### src/pkg/iop_defs.vh
`ifndef IOP_DEFS_VH
`define IOP_DEFS_VH

// register index within one port window
`define IOP_REG_DIN 4'h0
`define IOP_REG_DOUT 4'h1
`define IOP_REG_DIR 4'h2
`define IOP_REG_DRIVE 4'h3
`define IOP_REG_CTRL 4'h4
`define IOP_REG_OUTCELL 4'h5
`define IOP_REG_MASK 4'h6
`define IOP_REG_INCELL 4'h7
`define IOP_REG_ENOUT 4'h8

// port numbers in the upper address bits
`define IOP_PORT_A 2'h0
`define IOP_PORT_B 2'h1
`define IOP_PORT_C 2'h2
`define IOP_PORT_D 2'h3

// reset value of every configuration byte
`define IOP_RST_BYTE 8'h00

// live bits of each port
`define IOP_FULL_MASK 8'hff
`define IOP_PORTD_MASK 8'h06

// drive select field layout
`define IOP_AB_OD_MASK 8'hf0
`define IOP_AB_SLEW_MASK 8'h0f
`define IOP_C_OD_MASK 8'hff
`define IOP_D_SLEW_MASK 8'h06

// port D pin positions in the flat pin vector
`define IOP_CLKPIN_BIT 25
`define IOP_SELPIN_BIT 26

`endif

### src/rtl/iop_pin_sync.v
`timescale 1ns/10ps
// two-stage synchroniser for pin levels
module iop_pin_sync #(
	parameter W = 26
) (
	input wire clock,
	input wire rst_n,
	input wire [W-1:0] din,
	output reg [W-1:0] dout
);

	reg [W-1:0] stage1Q;

	// first stage feeds only the second one
	always @(posedge clock or negedge rst_n)
	begin
		if (!rst_n)
		begin
			stage1Q <= {W{1'b0}};
			dout <= {W{1'b0}};
		end
		else
		begin
			stage1Q <= din;
			dout <= stage1Q;
		end
	end

endmodule // iop_pin_sync

### src/rtl/iop_port_data_path.v
// Operation
// input register reads live pin levels
// output data drives pin when enabled
// output register reads back written value
// cell location reads output cell flops
// cell write loads unmasked cell flops
// mask bit blocks loads, resets clear
// input cells capture pins, feed logic
// enable status reports drivers per pin
// A/B: low slew, high open drain
// port C drive bits open drain only
// port D uses bits two, one
// only ports A/B have mode control
// port D pins go straight to logic
// cell banks route A/B and B/C
// chip select high disables memories
// clock pin clocks cells, power counter
// port D outputs external selects
// A/B output latched low address
// direction one output, resets input
// mode zero cpu io, one address
// enable is direction OR logic term
// address bits map pin for pin
// status shows same enable as driver
`timescale 1ns/10ps
`include "iop_defs.vh"
module iop_port_data_path (
	input wire clock,
	input wire rst_n,
	input wire [5:0] cpuAddr,
	input wire cpuWr,
	input wire cpuRd,
	input wire [7:0] cpuWrData,
	output reg [7:0] cpuRdData,
	output reg cpuRdValid,
	input wire addrStrobe,
	input wire [7:0] cpuAddrLow,
	input wire [7:0] pinInA,
	input wire [7:0] pinInB,
	input wire [7:0] pinInC,
	input wire [2:1] pinInD,
	output wire [7:0] pinOutA,
	output wire [7:0] pinOutB,
	output wire [7:0] pinOutC,
	output wire [2:1] pinOutD,
	output wire [7:0] pinOeNA,
	output wire [7:0] pinOeNB,
	output wire [7:0] pinOeNC,
	output wire [2:1] pinOeND,
	output wire [7:0] fastSlewA,
	output wire [7:0] fastSlewB,
	output wire [2:1] fastSlewD,
	input wire [7:0] plaOeA,
	input wire [7:0] plaOeB,
	input wire [7:0] plaOeC,
	input wire [2:1] plaOeD,
	input wire [7:0] plaPinSelA,
	input wire [7:0] plaPinSelB,
	input wire [7:0] plaPinSelC,
	input wire [2:1] plaPinSelD,
	input wire [15:0] cellNext,
	input wire [7:0] abToB,
	input wire [7:0] bcToC,
	input wire [1:0] extSelect,
	input wire [2:0] inCellGate,
	input wire clkInSel,
	input wire chipSelInSel,
	output reg [23:0] plaInCells,
	output wire [2:1] plaDirectD,
	output reg [15:0] cellOut,
	output reg powerDownTick,
	output reg mainFlashOff,
	output reg secFlashOff,
	output reg sramOff,
	output reg ioBlockOff
);

	////////////////////////////////////////////////////////////
	// helpers

	// bits of a port that exist
	function [7:0] portMask;
		input [1:0] p;
		begin
			portMask = (p == `IOP_PORT_D) ? `IOP_PORTD_MASK : `IOP_FULL_MASK;
		end
	endfunction

	// drive bits that pick open drain
	function [7:0] odMask;
		input [1:0] p;
		begin
			case (p)
				`IOP_PORT_A: odMask = `IOP_AB_OD_MASK;
				`IOP_PORT_B: odMask = `IOP_AB_OD_MASK;
				`IOP_PORT_C: odMask = `IOP_C_OD_MASK;
				default: odMask = 8'h00;
			endcase
		end
	endfunction

	// drive bits that pick fast slew
	function [7:0] slewMask;
		input [1:0] p;
		begin
			case (p)
				`IOP_PORT_A: slewMask = `IOP_AB_SLEW_MASK;
				`IOP_PORT_B: slewMask = `IOP_AB_SLEW_MASK;
				`IOP_PORT_D: slewMask = `IOP_D_SLEW_MASK;
				default: slewMask = 8'h00;
			endcase
		end
	endfunction

	////////////////////////////////////////////////////////////
	// pin synchronisers

	wire [26:0] pinSync;
	wire [31:0] pinLvl;

	// pins are asynchronous to the core clock
	iop_pin_sync #(
		.W(27)
	) uPinSync (
		.clock(clock),
		.rst_n(rst_n),
		.din({pinInD, 1'b0, pinInC, pinInB, pinInA}),
		.dout(pinSync)
	);

	// byte per port, port D at bits 2:1
	assign pinLvl = {5'h00, pinSync[26:24], pinSync[23:0]};
	assign plaDirectD = pinSync[`IOP_SELPIN_BIT:`IOP_CLKPIN_BIT];

	////////////////////////////////////////////////////////////
	// cpu access decode

	wire [1:0] accPort;
	wire [3:0] accReg;
	wire [4:0] accBase;
	wire wrHit;
	wire bankSel;

	assign accPort = cpuAddr[5:4];
	assign accReg = cpuAddr[3:0];
	assign accBase = {accPort, 3'b000};
	// a deselected register block ignores the cpu
	assign wrHit = cpuWr & ~ioBlockOff;
	// port A sees the first bank, B and C the second
	assign bankSel = (accPort != `IOP_PORT_A);

	////////////////////////////////////////////////////////////
	// configuration and data registers

	reg [31:0] dataOutQ;
	reg [31:0] dirQ;
	reg [31:0] driveQ;
	reg [15:0] ctrlQ;
	reg [15:0] maskQ;

	// cpu writes; unused bits never stick
	always @(posedge clock or negedge rst_n)
	begin
		if (!rst_n)
		begin
			dataOutQ <= {4{`IOP_RST_BYTE}};
			dirQ <= {4{`IOP_RST_BYTE}};
			driveQ <= {4{`IOP_RST_BYTE}};
			ctrlQ <= {2{`IOP_RST_BYTE}};
			maskQ <= {2{`IOP_RST_BYTE}};
		end
		else if (wrHit)
		begin
			case (accReg)
				`IOP_REG_DOUT:
					dataOutQ[accBase +: 8] <= cpuWrData & portMask(accPort);
				`IOP_REG_DIR:
					dirQ[accBase +: 8] <= cpuWrData & portMask(accPort);
				`IOP_REG_DRIVE:
					driveQ[accBase +: 8] <= cpuWrData & (odMask(accPort) | slewMask(accPort));
				`IOP_REG_CTRL:
					if (accPort == `IOP_PORT_A || accPort == `IOP_PORT_B)
						ctrlQ[accBase[3:0] +: 8] <= cpuWrData;
				`IOP_REG_MASK:
					if (accPort != `IOP_PORT_D)
						maskQ[{bankSel, 3'b000} +: 8] <= cpuWrData;
				default: ;
			endcase
		end
	end

	////////////////////////////////////////////////////////////
	// logic clock input and cell timing

	reg clkPinLastQ;
	wire cellTick;

	// edge memory of the synchronised clock pin
	always @(posedge clock or negedge rst_n)
	begin
		if (!rst_n)
			clkPinLastQ <= 1'b0;
		else
			clkPinLastQ <= pinSync[`IOP_CLKPIN_BIT];
	end

	// rising pin edge clocks cells, else every cycle
	assign cellTick = clkInSel ? (pinSync[`IOP_CLKPIN_BIT] & ~clkPinLastQ) : 1'b1;

	// tick for the power-down counter
	always @(posedge clock or negedge rst_n)
	begin
		if (!rst_n)
			powerDownTick <= 1'b0;
		else
			powerDownTick <= clkInSel & pinSync[`IOP_CLKPIN_BIT] & ~clkPinLastQ;
	end

	////////////////////////////////////////////////////////////
	// output cells

	integer c;

	// cpu load beats the logic update in the same cycle
	always @(posedge clock or negedge rst_n)
	begin
		if (!rst_n)
			cellOut <= 16'h0000;
		else
		begin
			for (c = 0; c < 16; c = c + 1)
			begin
				if (wrHit && accReg == `IOP_REG_OUTCELL && accPort != `IOP_PORT_D
					&& bankSel == c[3] && !maskQ[c])
					cellOut[c] <= cpuWrData[c % 8];
				else if (cellTick)
					cellOut[c] <= cellNext[c];
			end
		end
	end

	////////////////////////////////////////////////////////////
	// input cells and address latch

	integer g;
	reg [7:0] addrLatchQ;

	// a gated port tracks its pins, otherwise holds
	always @(posedge clock or negedge rst_n)
	begin
		if (!rst_n)
			plaInCells <= 24'h000000;
		else
		begin
			for (g = 0; g < 3; g = g + 1)
			begin
				if (inCellGate[g])
					plaInCells[g*8 +: 8] <= pinLvl[g*8 +: 8];
			end
		end
	end

	// low address byte captured on the strobe
	always @(posedge clock or negedge rst_n)
	begin
		if (!rst_n)
			addrLatchQ <= 8'h00;
		else if (addrStrobe)
			addrLatchQ <= cpuAddrLow;
	end

	////////////////////////////////////////////////////////////
	// pin output selection

	wire [31:0] plaOeAll;
	wire [31:0] plaSelAll;
	reg [31:0] outD;
	reg [31:0] enD;
	reg [31:0] oeND;
	reg [31:0] slewD;
	reg [31:0] cellVal;
	reg [1:0] bp;
	reg [2:0] bi;
	reg odBit;
	reg [7:0] liveV;
	reg [7:0] odV;
	reg [7:0] slewV;
	integer b;

	assign plaOeAll = {5'h00, plaOeD, 1'b0, plaOeC, plaOeB, plaOeA};
	assign plaSelAll = {5'h00, plaPinSelD, 1'b0, plaPinSelC, plaPinSelB, plaPinSelA};

	// per pin source, enable and drive style
	always @*
	begin
		outD = 32'h00000000;
		enD = 32'h00000000;
		oeND = 32'hffffffff;
		slewD = 32'h00000000;
		cellVal = 32'h00000000;
		bp = 2'h0;
		bi = 3'h0;
		odBit = 1'b0;
		liveV = 8'h00;
		odV = 8'h00;
		slewV = 8'h00;
		for (b = 0; b < 32; b = b + 1)
		begin
			bp = b[4:3];
			bi = b[2:0];
			// routing of the two cell banks
			case (bp)
				`IOP_PORT_A: cellVal[b] = ~abToB[bi] & cellOut[bi];
				`IOP_PORT_B: cellVal[b] = abToB[bi] ? cellOut[bi]
					: (~bcToC[bi] & cellOut[8 + bi]);
				`IOP_PORT_C: cellVal[b] = bcToC[bi] & cellOut[8 + bi];
				default: cellVal[b] = (bi == 3'h1) ? extSelect[0]
					: (bi == 3'h2) ? extSelect[1] : 1'b0;
			endcase
			if (bp[1] == 1'b0 && ctrlQ[{bp[0], bi}])
				outD[b] = addrLatchQ[bi];
			else if (plaSelAll[b])
				outD[b] = cellVal[b];
			else
				outD[b] = dataOutQ[b];
			// function results go through temporaries before a bit is picked
			liveV = portMask(bp);
			odV = odMask(bp);
			slewV = slewMask(bp);
			enD[b] = (dirQ[b] | plaOeAll[b]) & liveV[bi];
			odBit = driveQ[b] & odV[bi];
			slewD[b] = driveQ[b] & slewV[bi];
			// open drain only ever pulls low
			oeND[b] = ~(enD[b] & ~(odBit & outD[b]));
		end
		// dedicated input functions keep their pins quiet; index is the flat pin bit
		if (clkInSel)
		begin
			enD[`IOP_CLKPIN_BIT] = 1'b0;
			oeND[`IOP_CLKPIN_BIT] = 1'b1;
		end
		if (chipSelInSel)
		begin
			enD[`IOP_SELPIN_BIT] = 1'b0;
			oeND[`IOP_SELPIN_BIT] = 1'b1;
		end
	end

	////////////////////////////////////////////////////////////
	// registered pin drivers

	reg [31:0] pinOutQ;
	reg [31:0] pinOeNQ;
	reg [31:0] drvEnQ;
	reg [31:0] slewQ;

	// one flop stage between decode and the pads
	always @(posedge clock or negedge rst_n)
	begin
		if (!rst_n)
		begin
			pinOutQ <= 32'h00000000;
			pinOeNQ <= 32'hffffffff;
			drvEnQ <= 32'h00000000;
			slewQ <= 32'h00000000;
		end
		else
		begin
			pinOutQ <= outD;
			pinOeNQ <= oeND;
			drvEnQ <= enD;
			slewQ <= slewD;
		end
	end

	assign pinOutA = pinOutQ[7:0];
	assign pinOutB = pinOutQ[15:8];
	assign pinOutC = pinOutQ[23:16];
	assign pinOutD = pinOutQ[26:25];
	assign pinOeNA = pinOeNQ[7:0];
	assign pinOeNB = pinOeNQ[15:8];
	assign pinOeNC = pinOeNQ[23:16];
	assign pinOeND = pinOeNQ[26:25];
	assign fastSlewA = slewQ[7:0];
	assign fastSlewB = slewQ[15:8];
	assign fastSlewD = slewQ[26:25];

	////////////////////////////////////////////////////////////
	// chip select input

	// high level on the select pin parks the memories
	always @(posedge clock or negedge rst_n)
	begin
		if (!rst_n)
		begin
			mainFlashOff <= 1'b0;
			secFlashOff <= 1'b0;
			sramOff <= 1'b0;
			ioBlockOff <= 1'b0;
		end
		else
		begin
			mainFlashOff <= chipSelInSel & pinSync[`IOP_SELPIN_BIT];
			secFlashOff <= chipSelInSel & pinSync[`IOP_SELPIN_BIT];
			sramOff <= chipSelInSel & pinSync[`IOP_SELPIN_BIT];
			ioBlockOff <= chipSelInSel & pinSync[`IOP_SELPIN_BIT];
		end
	end

	////////////////////////////////////////////////////////////
	// cpu read path

	reg [7:0] rdD;

	// unmapped locations and missing ports read zero
	always @*
	begin
		rdD = 8'h00;
		case (accReg)
			`IOP_REG_DIN:
				rdD = pinLvl[accBase +: 8] & portMask(accPort);
			`IOP_REG_DOUT:
				rdD = dataOutQ[accBase +: 8];
			`IOP_REG_DIR:
				rdD = dirQ[accBase +: 8];
			`IOP_REG_DRIVE:
				rdD = driveQ[accBase +: 8];
			`IOP_REG_CTRL:
				if (accPort[1] == 1'b0)
					rdD = ctrlQ[accBase[3:0] +: 8];
			`IOP_REG_OUTCELL:
				if (accPort != `IOP_PORT_D)
					rdD = cellOut[{bankSel, 3'b000} +: 8];
			`IOP_REG_MASK:
				if (accPort != `IOP_PORT_D)
					rdD = maskQ[{bankSel, 3'b000} +: 8];
			`IOP_REG_INCELL:
				if (accPort != `IOP_PORT_D)
					rdD = plaInCells[accBase +: 8];
			`IOP_REG_ENOUT:
				if (accPort != `IOP_PORT_D)
					rdD = drvEnQ[accBase +: 8];
			default:
				rdD = 8'h00;
		endcase
		// the deselected block answers with zero
		if (ioBlockOff)
			rdD = 8'h00;
	end

	// read data one cycle after the strobe
	always @(posedge clock or negedge rst_n)
	begin
		if (!rst_n)
		begin
			cpuRdData <= 8'h00;
			cpuRdValid <= 1'b0;
		end
		else
		begin
			cpuRdValid <= cpuRd;
			cpuRdData <= cpuRd ? rdD : 8'h00;
		end
	end

endmodule // iop_port_data_path

### config.mk
export PLATFORM = sky130hd
export DESIGN_NAME = iop_port_data_path
export DESIGN_NICKNAME = d
export VERILOG_FILES = /design/src/rtl/iop_pin_sync.v /design/src/rtl/iop_port_data_path.v
export VERILOG_INCLUDE_DIRS = /design/src /design/src/pkg
export SDC_FILE = /design/constraint.sdc
export NUM_CORES = 1
export LEC_CHECK = 0
export ABC_AREA = 1
export BUFFER_PORTS_ARGS = -buffer_cell sky130_fd_sc_hd__buf_2
export CAP_MARGIN = 0
export CORE_ASPECT_RATIO = 1.5
export CORE_UTILIZATION = 50
export CTS_CLUSTER_SIZE = 40
export DETAILED_ROUTE_END_ITERATION = 12
export PLACE_DENSITY_LB_ADDON = 0.3
export SYNTH_ARGS = -nofsm -noshare
export SYNTH_HDL_FRONTEND = slang
export SYNTH_SLANG_ARGS = --single-unit
### constraint.sdc
create_clock -name clock -period 1.5 [get_ports clock]
set_input_delay 0.225 -clock clock [delete_from_list [all_inputs] [get_ports clock]]
set_output_delay 0.225 -clock clock [all_outputs]
set_load 0.005 [all_outputs]
==> impl_metrics.env <==
export IMPL_ir_drop_mv=1.172
export IMPL_start_util=0.5073
export IMPL_numCtsBuffers=30
export IMPL_firstDrtPassIters=9
export IMPL_hold_path_class="in -> reg"
export IMPL_io_pins=270
export IMPL_grt_pass1_vias=13550
export IMPL_synth_distinct_cells=30
export IMPL_ys_flop_type="dfrtp_1"
export IMPL_dr_wl_met3_um=3146
export IMPL_final_common_cell="nand2_1"
export IMPL_root_buffer="clkbuf_16"
export IMPL_rsz0062_at_grt="true"
export IMPL_worstSetupPathType="reg -> reg"
export IMPL_placedInstanceArea_um2=17150
export IMPL_fin_hold_ws_ns=-0.008601
export IMPL_layout_common_cells="nand2_1 (421), dfrtp_1 (302), buf_2 (260)"
export IMPL_async_flop_share=1.000
export IMPL_crit_required_ns=1.95
export IMPL_maxSlewViolCount=0
export IMPL_path_clk_slew_ns=0.07
export IMPL_crit_fanout=7
export IMPL_yosys_top_cells_area="dfrtp_1 (53%), nand2_1 (11%), o21ai_0 (6.8%)"
export IMPL_dieArea_um2=28970
export IMPL_yosys_warnings=0
export IMPL_setup_ws_ns=-0.07580
export IMPL_route_detailed_drc=0
export IMPL_worst_clock_skew_ns=0.02185
export IMPL_coreArea_um2=27870
export IMPL_drv_cap=0
export IMPL_synth_top_area_frac=0.5346
export IMPL_max_freq_mhz=634.6
export IMPL_routed_wl_met2_um=26900
export IMPL_grt_pass1_wl_um=77550
export IMPL_timing_hold_violations_final=1
export IMPL_total_power_mw=21.68
export IMPL_avgSynthCellArea_um2=8.982
export IMPL_endpoint_kind="flip-flop"
export IMPL_clock_sinks=328
export IMPL_layout_drive_gt1_share=0.3024
export IMPL_fp_row_count=75
export IMPL_cts_buffer_depth=3
export IMPL_syn_inst=1574
export IMPL_wl_met1_um=18410
export IMPL_seq_area_frac_synth=0.5829
export IMPL_port_buffer_count=261
export IMPL_crit_arrival_ns=2.03
export IMPL_period_needed_ns=1.576
export IMPL_synth_edf_count=0
export IMPL_synth_area_um2=14140
export IMPL_cts_tree="yes"
export IMPL_yosysTopAreaCell="dfrtp_1"
export IMPL_design_area_um2=19380
export IMPL_p_leak_nw=9.762
export IMPL_antenna_found_initial=2
export IMPL_synth_ff_latch_count=328
export IMPL_grt_ovfl_total=0
export IMPL_insertion_delay_ns=0.59
export IMPL_hpwl_um=38520
export IMPL_detail_route_antenna_nets=0
export IMPL_cts_max_level=1
export IMPL_grt_start_max_net_pins=75
export IMPL_gp_congestion=1.027
export IMPL_powerDensity_nw_per_um2=1119
export IMPL_highest_layer="met5"
export IMPL_wl_per_cell_um=21.26
export IMPL_n_fill_cell=2130
export IMPL_num_vias=13180
export IMPL_setup_violations=34
export IMPL_min_period_over_period=1.051
export IMPL_drt_wl_total_um=51820
export IMPL_violations="negative hold slack, negative setup slack"
export IMPL_gr_usage_all_layers=0.3619
export IMPL_drtIter0Drc=1146
export IMPL_startpoint_type="flip-flop"
export IMPL_die_y_um=207.9
export IMPL_avgViaCountPerCell=5.407
export IMPL_area_delta_synth_final_pct=37.10
export IMPL_status="complete, but fails checks"
export IMPL_die_w_um=139.3
export IMPL_fin_nets=2215
[state kept, by name, summed over array words and instances, names as in the netlist, 8 cells and up]
| name | flops |
|---|---|
| drvEnQ | 26 |
| cellOut | 16 |
| cpuRdData | 8 |
| uPinSync.stage1Q | 26 |
| uPinSync.dout | 26 |
| dataOutQ | 32 |
| driveQ | 32 |
| addrLatchQ | 8 |
| plaInCells | 24 |
| maskQ | 16 |
| pinOutQ | 26 |
| pinOeNQ | 26 |
| ctrlQ | 16 |
| dirQ | 32 |
| slewQ | 10 |
[cell usage after synthesis, types with 4 or more instances]
cell / number
nand3_1: 100
nor2_4: 8
o21bai_1: 5
nor3_1: 5
nand2_1: 430
buf_2: 21
a21oi_1: 37
a22oi_1: 11
dfrtp_1: 302
or2_2: 16
mux2_2: 49
nor3b_1: 4
inv_2: 6
mux2i_1: 6
inv_1: 152
clkbuf_1: 23
o21ai_0: 192
o31ai_1: 10
nor2_2: 5
nor2_1: 130
dfstp_2: 26
ha_1: 5
buf_4: 15
[area by class of cell]
class / count / area (µm²) / area share
sequential: 328 / 8240 / 0.4252
multi-input combinational: 1035 / 5309 / 0.2739
timing repair buffer: 513 / 3739 / 0.1929
clock buffer: 36 / 824.5 / 0.04254
inverter: 158 / 610.6 / 0.03150
tap: 346 / 432.9 / 0.02234
clock inverter: 20 / 224.0 / 0.01156
antenna: 1 / 2.502 / 0.0001291
[report_power, final]
group / total (mW) / switching [mW] / internal (mW)
logic: 3.39 / 1.97 / 1.42
registers: 10.1 / 0.505 / 9.64
clock network: 8.15 / 3.53 / 4.63
[per-layer routing]
metal	up-vias	GRT usage
met4	2	0.2291
met2	600	0.6436
met5	-	0
met1	6388	0.4091
li1	6010	-
met3	177	0.04718
[repair_timing]
item | 4_1_cts | 5_1_grt
gates resized for setup | 49 | 38
cloned | 1 | 3
setup buffers | 3 | 0
hold buffers | 84 | 0
endpoints found under the hold margin | 337 | 0
pin swaps | 7 | 8
endpoints found under the setup margin | 99 | 101
[through the flow]
stage          setup TNS [ns]  instances  setup WS, ns  hold slack (ns)  utilization
2_1_floorplan          -1.091       1581      -0.03559         -0.07059            -
4_1_cts               -0.8662       2433      -0.05595        0.0003239       0.6907
6_report               -1.197       2437      -0.07580        -0.008601       0.6954
3_5_place_dp           -28.38       2289       -0.3837          0.09328       0.6155
5_1_grt                -4.540       2437       -0.1165          0.01593       0.6954
3_3_place_gp           -24.61       2289       -0.3523          0.09464       0.6155
[path summary, 6_finish.rpt]
check / startpoint / to / slack [ns] / cells past startpoint
max: ioBlockOff / driveQ[8] / -0.08 / 7
min: cellNext[12] / cellOut[12] / -0.009 / 5
max reg2reg: ioBlockOff / driveQ[8] / -0.08 / 7
min reg2reg: uPinSync.stage1Q[26] / uPinSync.dout[26] / 0.35 / 0
max in group asynchronous: rst_n / pinOeNQ[22] / 0.66 / 4
min in group asynchronous: rst_n / slewQ[25] / 0.09 / 2
[worst max-delay path, stage by stage (launching register included)]
cell     delay, ns
dfrtp_1       0.40
inv_2         0.09
nand2_4       0.08
nor2_4        0.16
nand2_4       0.12
nor2_4        0.14
buf_12        0.15
mux2_4        0.30
[cell families after synthesis]
| kind of cell | count (synthesis) | share of synthesized area |
|---|---|---|
| buffers and inverters | 220 | 0.06425 |
| other | 1 | 0.0002653 |
| AND/OR/NAND/NOR | 707 | 0.2084 |
| flip-flops | 328 | 0.5829 |
| adder cells (fa/ha/maj) | 5 | 0.004425 |
| multiplexers | 55 | 0.04328 |
| AO/OA/AOI/OAI | 258 | 0.09647 |
Note: power is estimated with default switching activity, not from simulation.
